--- config.mk ---
export PLATFORM = sky130hd
export DESIGN_NAME = link_sync_request_select
export DESIGN_NICKNAME = d
export VERILOG_FILES = /design/src/pkg/link_sync_pkg.sv /design/src/pkg/pin_sync_if.sv /design/src/rtl/link_sync_request_select.sv /design/src/rtl/pin_sync.sv
export VERILOG_INCLUDE_DIRS = /design/src /design/src/pkg
export SDC_FILE = /design/constraint.sdc
export NUM_CORES = 1
export LEC_CHECK = 0
export BUFFER_PORTS_ARGS = -buffer_cell sky130_fd_sc_hd__buf_2
export CAP_MARGIN = 15
export CORE_UTILIZATION = 54
export DETAILED_ROUTE_END_ITERATION = 8
export PLACE_DENSITY = 0.77
export SKIP_CTS_REPAIR_TIMING = 1
export SYNTH_ARGS = -nofsm -noshare
export SYNTH_HDL_FRONTEND = slang
export SYNTH_HIERARCHICAL = 1
export SYNTH_SLANG_ARGS = --single-unit
--- constraint.sdc ---
create_clock -name i_core_clk -period 1.9 [get_ports i_core_clk]
set_clock_uncertainty 0.05 [all_clocks]
set_input_delay 0.095 -clock i_core_clk [delete_from_list [all_inputs] [get_ports i_core_clk]]
set_output_delay 0.095 -clock i_core_clk [all_outputs]
set_load 0.01 [all_outputs]
--- src/pkg/link_sync_consts.svh ---
// Timing counts and reset values for the link sync request control.
// Assumes inclusion by bare name from design files.
`ifndef LINK_SYNC_CONSTS_SVH
`define LINK_SYNC_CONSTS_SVH

// ****************************************************************
// Source select and enable encodings
// ****************************************************************
`define LSRS_SEL_SINGLE_ENDED 1'h0
`define LSRS_SEL_MARKER_PAIR 1'h1
`define LSRS_RX_ENABLED 1'h1

// ****************************************************************
// Multiframe and alignment sequence counts
// ****************************************************************
`define LSRS_LMFC_LAST 4'h7
`define LSRS_LMFC_RESET 4'h0
`define LSRS_ILAS_LAST 3'h7
`define LSRS_ILAS_RESET 3'h0

// ****************************************************************
// Synchroniser reset values
// ****************************************************************
`define LSRS_SYNC_FF_RESET 3'h7
`define LSRS_SYNC_LEVEL_RESET 1'h1

`endif

--- src/pkg/link_sync_pkg.sv ---
// Types for the link sync request control.
// Assumes the consts header is compiled alongside.
package link_sync_pkg;

  // ****************************************************************
  // Link bring-up states
  // ****************************************************************
  typedef enum logic [4:0] {
    ST_IDLE = 5'h01,
    ST_CGS = 5'h02,
    ST_WAIT_LMFC = 5'h04,
    ST_ILAS = 5'h08,
    ST_DATA = 5'h10
  } link_state_e;

  // ****************************************************************
  // State records
  // ****************************************************************
  typedef struct packed {
    logic [2:0] ff;
    logic level;
    logic rise;
    logic fall;
  } sync_state_s;

  typedef struct packed {
    link_state_e state;
    logic [3:0] lmfc_cnt;
    logic [2:0] ilas_cnt;
    logic ilas_start;
    logic sync_req;
    logic sysref_edge;
    logic marker_event;
    logic lmfc_boundary;
  } ctrl_state_s;

endpackage

--- src/pkg/pin_sync_if.sv ---
// Carrier between a pin synchroniser and its user.
// Assumes a single clock domain on the user side.
`timescale 1ns/100ps
interface pin_sync_if;
  logic raw;
  logic level;
  logic rise;
  logic fall;
  modport filt (input raw, output level, output rise, output fall);
  modport user (output raw, input level, input rise, input fall);
endinterface

--- src/rtl/link_sync_request_select.sv ---
// Link sync request source select and bring-up sequencing.
// Assumes config inputs are on i_core_clk; pins are asynchronous.
//
// Behaviour
// - Select 0 takes active-low single-ended request.
// - Request low starts code group synchronisation.
// - Request release starts initial lane alignment.
// - Select 1 takes request from marker pair.
// - SYSREF aligns multiframe counter for latency.
// - Marker pair request is active low.
// - Marker pair ignored while receiver disabled.
// - Marker pair serves marker and request together.
`timescale 1ns/100ps
`include "link_sync_consts.svh"
module link_sync_request_select
  import link_sync_pkg::*;
(
  // Clock and reset
  input wire logic i_core_clk,
  input wire logic i_rst_n,
  // Sync request pins
  input wire logic i_single_ended_link_sync_pin_n,
  input wire logic i_differential_marker_pair_p,
  input wire logic i_differential_marker_pair_n,
  // Reference pins
  input wire logic i_sysref_p,
  input wire logic i_sysref_n,
  // Configuration
  input wire logic i_sync_source_select,
  input wire logic i_marker_receiver_enable,
  // Link status
  output logic [4:0] o_link_state,
  output logic o_cgs_active,
  output logic o_ilas_active,
  output logic o_data_active,
  output logic o_ilas_start,
  output logic o_sync_request,
  output logic o_lmfc_boundary,
  // Reference and marker events
  output logic o_sysref_edge,
  output logic o_marker_event
);

  ctrl_state_s s_q;
  ctrl_state_s s_d;
  logic req_n;
  logic lmfc_wrap;

  // ****************************************************************
  // Pin synchronisers
  // ****************************************************************
  pin_sync_if se_if();
  pin_sync_if mk_if();
  pin_sync_if sr_if();

  assign se_if.raw = i_single_ended_link_sync_pin_n;
  assign mk_if.raw = i_differential_marker_pair_p & ~i_differential_marker_pair_n;
  assign sr_if.raw = i_sysref_p & ~i_sysref_n;

  pin_sync u_se_sync (
    .i_core_clk(i_core_clk),
    .i_rst_n(i_rst_n),
    .io_pin(se_if.filt)
  );

  pin_sync u_mk_sync (
    .i_core_clk(i_core_clk),
    .i_rst_n(i_rst_n),
    .io_pin(mk_if.filt)
  );

  pin_sync u_sr_sync (
    .i_core_clk(i_core_clk),
    .i_rst_n(i_rst_n),
    .io_pin(sr_if.filt)
  );

  // ****************************************************************
  // Request source selection, active low
  // ****************************************************************
  always_comb begin
    if (i_sync_source_select == `LSRS_SEL_SINGLE_ENDED) begin
      req_n = se_if.level;
    end else if (i_marker_receiver_enable == `LSRS_RX_ENABLED) begin
      req_n = mk_if.level;
    end else begin
      req_n = 1'b1;
    end
  end

  assign lmfc_wrap = (s_q.lmfc_cnt == `LSRS_LMFC_LAST);

  // ****************************************************************
  // Multiframe counter, bring-up state machine, events
  // ****************************************************************
  always_comb begin
    s_d = s_q;
    s_d.ilas_start = 1'b0;
    s_d.sync_req = ~req_n;
    s_d.sysref_edge = sr_if.rise;
    s_d.marker_event = mk_if.rise & i_marker_receiver_enable;
    s_d.lmfc_boundary = lmfc_wrap;
    if (sr_if.rise) begin
      s_d.lmfc_cnt = `LSRS_LMFC_RESET;
    end else if (lmfc_wrap) begin
      s_d.lmfc_cnt = `LSRS_LMFC_RESET;
    end else begin
      s_d.lmfc_cnt = s_q.lmfc_cnt + 4'h1;
    end
    if (!req_n) begin
      s_d.state = ST_CGS;
      s_d.ilas_cnt = `LSRS_ILAS_RESET;
    end else begin
      unique case (s_q.state)
        ST_IDLE: begin
          s_d.state = ST_IDLE;
        end
        ST_CGS: begin
          s_d.state = ST_WAIT_LMFC;
        end
        ST_WAIT_LMFC: begin
          if (lmfc_wrap && !sr_if.rise) begin
            s_d.state = ST_ILAS;
            s_d.ilas_start = 1'b1;
            s_d.ilas_cnt = `LSRS_ILAS_RESET;
          end
        end
        ST_ILAS: begin
          if (s_q.ilas_cnt == `LSRS_ILAS_LAST) begin
            s_d.state = ST_DATA;
          end else begin
            s_d.ilas_cnt = s_q.ilas_cnt + 3'h1;
          end
        end
        ST_DATA: begin
          s_d.state = ST_DATA;
        end
        default: begin
          s_d.state = ST_IDLE;
        end
      endcase
    end
  end

  always_ff @(posedge i_core_clk) begin
    if (!i_rst_n) begin
      s_q <= '{state: ST_IDLE, lmfc_cnt: `LSRS_LMFC_RESET,
               ilas_cnt: `LSRS_ILAS_RESET, ilas_start: 1'b0, sync_req: 1'b0,
               sysref_edge: 1'b0, marker_event: 1'b0, lmfc_boundary: 1'b0};
    end else begin
      s_q <= s_d;
    end
  end

  // ****************************************************************
  // Outputs
  // ****************************************************************
  assign o_link_state = s_q.state;
  assign o_cgs_active = (s_q.state == ST_CGS);
  assign o_ilas_active = (s_q.state == ST_ILAS);
  assign o_data_active = (s_q.state == ST_DATA);
  assign o_ilas_start = s_q.ilas_start;
  assign o_sync_request = s_q.sync_req;
  assign o_lmfc_boundary = s_q.lmfc_boundary;
  assign o_sysref_edge = s_q.sysref_edge;
  assign o_marker_event = s_q.marker_event;
endmodule

--- src/rtl/pin_sync.sv ---
// Three-stage pin synchroniser with agreement filter.
// Assumes raw input is asynchronous to i_core_clk.
`timescale 1ns/100ps
`include "link_sync_consts.svh"
module pin_sync
  import link_sync_pkg::*;
(
  // Clock and reset
  input wire logic i_core_clk,
  input wire logic i_rst_n,
  // Filtered pin
  pin_sync_if.filt io_pin
);

  sync_state_s s_q;
  sync_state_s s_d;

  // ****************************************************************
  // Filter: level moves once stages two and three agree
  // ****************************************************************
  always_comb begin
    s_d = s_q;
    s_d.ff = {s_q.ff[1:0], io_pin.raw};
    s_d.rise = 1'b0;
    s_d.fall = 1'b0;
    if (s_q.ff[1] == s_q.ff[2] && s_q.ff[2] != s_q.level) begin
      s_d.level = s_q.ff[2];
      s_d.rise = s_q.ff[2];
      s_d.fall = ~s_q.ff[2];
    end
  end

  always_ff @(posedge i_core_clk) begin
    if (!i_rst_n) begin
      s_q <= '{ff: `LSRS_SYNC_FF_RESET, level: `LSRS_SYNC_LEVEL_RESET,
               rise: 1'b0, fall: 1'b0};
    end else begin
      s_q <= s_d;
    end
  end

  assign io_pin.level = s_q.level;
  assign io_pin.rise = s_q.rise;
  assign io_pin.fall = s_q.fall;

endmodule

# == After elaboration in Yosys (flattened, before gate mapping) ==
# Index checks and enable logic that the tools add are counted.
# word_totals
in_bits,9
register_bits,31
out_inout_bits,13
# classes
n_reduce_logical,14
n_addsub,2
n_mux,9
n_eq_ne,17
bitwise,7
# ops
cell,n
one-hot mux 5 bit (4 select lines),1
two-way mux 5 bit,2
AND reduction 2 bit,5
one-hot mux 3 bit (2 select lines),1
AND reduction 3 bit,2
equality test 5 x 2 -> 1 bit (second input constant),1
equality test 5 x 3 -> 1 bit (second input constant),1
equality test 5 x 4 -> 1 bit (second input constant),1
equality test 5 bit (second input constant),1
adder 4 x 1 -> 4 bit (second input constant),1
equality test 4 x 3 -> 1 bit (second input constant),1
logical AND 1 bit,4
two-way mux 4 bit,1
inequality test 2 bit (second input constant),2
NOT 1 bit,4
adder 3 x 1 -> 3 bit (second input constant),1
AND 1 bit,3
equality test 1 bit,3
equality test 3 bit (second input constant),1
two-way mux 3 bit,1
inequality test 1 bit,3
inequality test 3 x 2 -> 1 bit (second input constant),1
inequality test 3 bit (second input constant),1
OR reduction 3 bit,1
other kinds (5),6

# == Depth between registers and ports, before layout ==
# logic_depth
word_depth,5
depth_mapped,5
ltp_nobuf,5

# == By module ==
# The synthesis kept the hierarchy.
# modules_own_cells
module,cells_each,area_per_inst_um2,n_inst
link_sync_request_select,84,792.0,1
pin_sync,14,182.7,3

# == Least setup slack after synthesis ==
# OpenSTA, ideal clock, no wires.
# synth_path
path_kind,flip-flop to flip-flop
start,register s_q (netlist bit o_link_state[4])
end,register s_q (netlist bit o_link_state[2])
arrival_time_ns,1.408
setup_time_ns,0.087
slack_ns,0.355
path_stages_with_launch,5
required_ns,1.763
cell_sequence,dfxtp_1 > or3_1 > buf_2 > or3b_1 > a221oi_2
# synth_via
elab_chain_cells,3
# synth_lines
item,line_no,source
"start, declared",link_sync_request_select.sv:44,ctrl_state_s s_q;
"start signal, assigned",link_sync_request_select.sv:147,"s_q <= '{state: ST_IDLE, lmfc_cnt: `LSRS_LMFC_RESET,"
equality test 5 x 3 -> 1 bit or equality test 5 x 4 -> 1 bit (tied branches),link_sync_request_select.sv:114,unique case (s_q.state)
inequality test 2 bit (no line) or inequality test 2 x 1 -> 1 bit (tied branches),--,
AND reduction 2 bit (no line),--,
# Parallel ways exist; a longest one is shown, timed or not.
# A chain may end at the register's enable or synchronous reset.

# == Worst setup path after layout ==
# layout_path
start,register s_q[5] (netlist bit)
end,register s_q[5] (netlist bit)
# layout_via
elab_chain_cells,3
# layout_lines
item
adder 3 x 1 -> 3 bit or equality test 3 bit (tied branches)
two-way mux 3 bit or inequality test 2 bit (tied branches)
one-hot mux 3 bit (2 select lines) or AND reduction 3 bit (tied branches)
# Parallel ways exist; a longest one is shown, timed or not. The select of a mux whose other input is x is not followed.

==> reports/metrics.cfg <==
[status]
status=finished, final reports clean

[cts]
clockBufferDepth=2
root_buffer=clkbuf_4
clk_pin_slew_worst_paths_ps=80
clock_sinks=31
cts_tree=done
numCtsBuffers=5
clkLatencyLatePin_ps=320
cts_max_level=2

[global_routing]
antenna_found_initial=0
grt_overflow=0
grt_start_max_net_pins=22
grt_pass1_vias=807
grt_util_all_layers_pct=17.0
grt_pass1_wl_um=3120

[timing]
timing.final.crit_period_ps=1720
setup_tns_ps=0
max_freq_ghz=0.580
tightest_slew_ps=614
finalSetupViolations=0
slew_viol_final=0
hold_viol_final=0
timing.final.ws_setup_ps=177
period_share_pct=90.7
slew_headroom_pct=59.1
rsz0062_at_grt=no

[detailed_routing]
wl_met2_um=927
drt_wl_total_um=1860
highest_layer=met4
first_pass_iters=4
dr_wl_met3_um=81
drtIter0Drc=20
detail-route-antenna-nets=0
route.detailed.drc=0
num_vias=896
wire_per_inst_um=10.9
m1WireLength_um=812
viasPerCell=5.24

[floorplanning]
fp.dieW_um=49.4
pin_count=22
dieArea_sq_um=2440
core-area_sq_um=2040
num_rows=16
die_h_um=49.4
initial_core_util_pct=59.4

[pwr]
vdd_ir_drop_max_uv=543
swShare_pct=21.9
p_sw_mw=0.237
pwr-share-clk_pct=31.5
comb_power_share_pct=5.6
pwr_density_cell_nw_per_um2=776
power.internal_mw=0.846
static-leakage-power_nw=0.631
p_seq_share_pct=62.9

[placed_design]
port_buffers=21
hpwl_um=1360
place_congestion=0.759
dpl-instance-area_sq_um=1310
place_ws_ps=176

[yosys]
ys_warn_count=6
synth.avg_cell_area_sq_um=10.3
syn_nets=130
syn-instance-count=118
syn-cell-area_sq_um=1210

[finish]
drive_gt1_share_pct=25.0
syn_to_final_growth_pct=15.2
diodes=0
final_nets=155
stdcell_area_sq_um=1400

[setup_path]
crit_fanout=4
cp-end-kind=flop
cp_slowest_cell=nor3b_1
critPathRequiredTime_ps=2070
reg2reg_depth=5
start_kind=flop
worst_path_largest_cell_delay_ps=440
cp_common_cell=ha_1
path_cells=ha_1 -> ha_1 -> nor3b_1 -> a21oi_1 -> a311oi_1
arrival_ps=1890
critPathKind=flop to flop

[job]
maxCapViolations=0

[hold_path]
holdPathStages=3
min_path_type=input pin to flop

## worst max-delay path, delay by kind of cell, from the launching register on
family	cells	cell delay (ps)
adders and majority gates	2	410
AOI/OAI and AO/OA	2	400
DFF	1	340
and+or+nand+nor	1	440
## metrics by stage
step | utilization [%] | std cells | total power [mW] | hold slack, ps
floorplan | - | 118 | 0.726 | 112
global placement | 64.0 | 159 | 0.748 | 228
detailed placement | 64.0 | 159 | 0.752 | 237
CTS | 66.4 | 167 | 1.09 | -108
global route | 68.4 | 171 | 1.14 | 30.9
finish | 68.4 | 171 | 1.08 | 24.3
## layout by cell type (no fill, tap or decap), types with 3 or more instances in the layout
cell / count
dfxtp_1: 31
nand3_1: 3
buf_2: 21
inv_1: 3
nand2_1: 5
ha_1: 3
clkbuf_4: 5
and2_1: 3
dlygate4sd3_1: 4
a21oi_1: 4
nand2b_1: 6
nand2b_4: 3
o21ai_0: 5
nor3b_1: 3
nor2_1: 9
## cell type report
cell class / count / area, sq um
Sequential cell: 31 / 621
Tap cell: 27 / 33.8
Fill cell: 177 / 646
Multi-Input combinational cell: 76 / 528
Clock buffer: 7 / 45.0
Clock inverter: 1 / 5.00
Inverter: 3 / 11.3
Timing Repair Buffer: 26 / 153
## path summary, 6_finish.rpt
path	start	slack [ps]	endpoint
setup / recovery	s_q[5]	180	s_q[5]
hold reg to reg	u_se_sync/s_d[4]	370	u_se_sync/s_d[5]
setup reg to reg	s_q[5]	180	s_q[5]
hold / removal	i_sysref_p	20	u_sr_sync/s_d[4]
## power groups by stage
stage	Combinational, mW	Sequential (mW)	Clock [mW]
after detailed placement	0.0555	0.697	0
final	0.0610	0.681	0.341
after global placement	0.0525	0.696	0
after floorplan	0.0324	0.694	0
after CTS	0.0560	0.681	0.356
after global routing	0.0693	0.684	0.385
## sequential cells by signal, summed over array words and instances (netlist names), 2 cells and up
signal / cells
o_link_state: 5
u_se_sync/s_d: 2
u_mk_sync/s_d: 2
s_q: 7
u_sr_sync/s_d: 2
## layer usage
metal,vias up,track usage [%]
li1,464,-
met1,405,17.1
met2,22,30.8
met3,5,5.61
met4,0,8.57
met5,-,0
(Power assumes the default switching activity.)
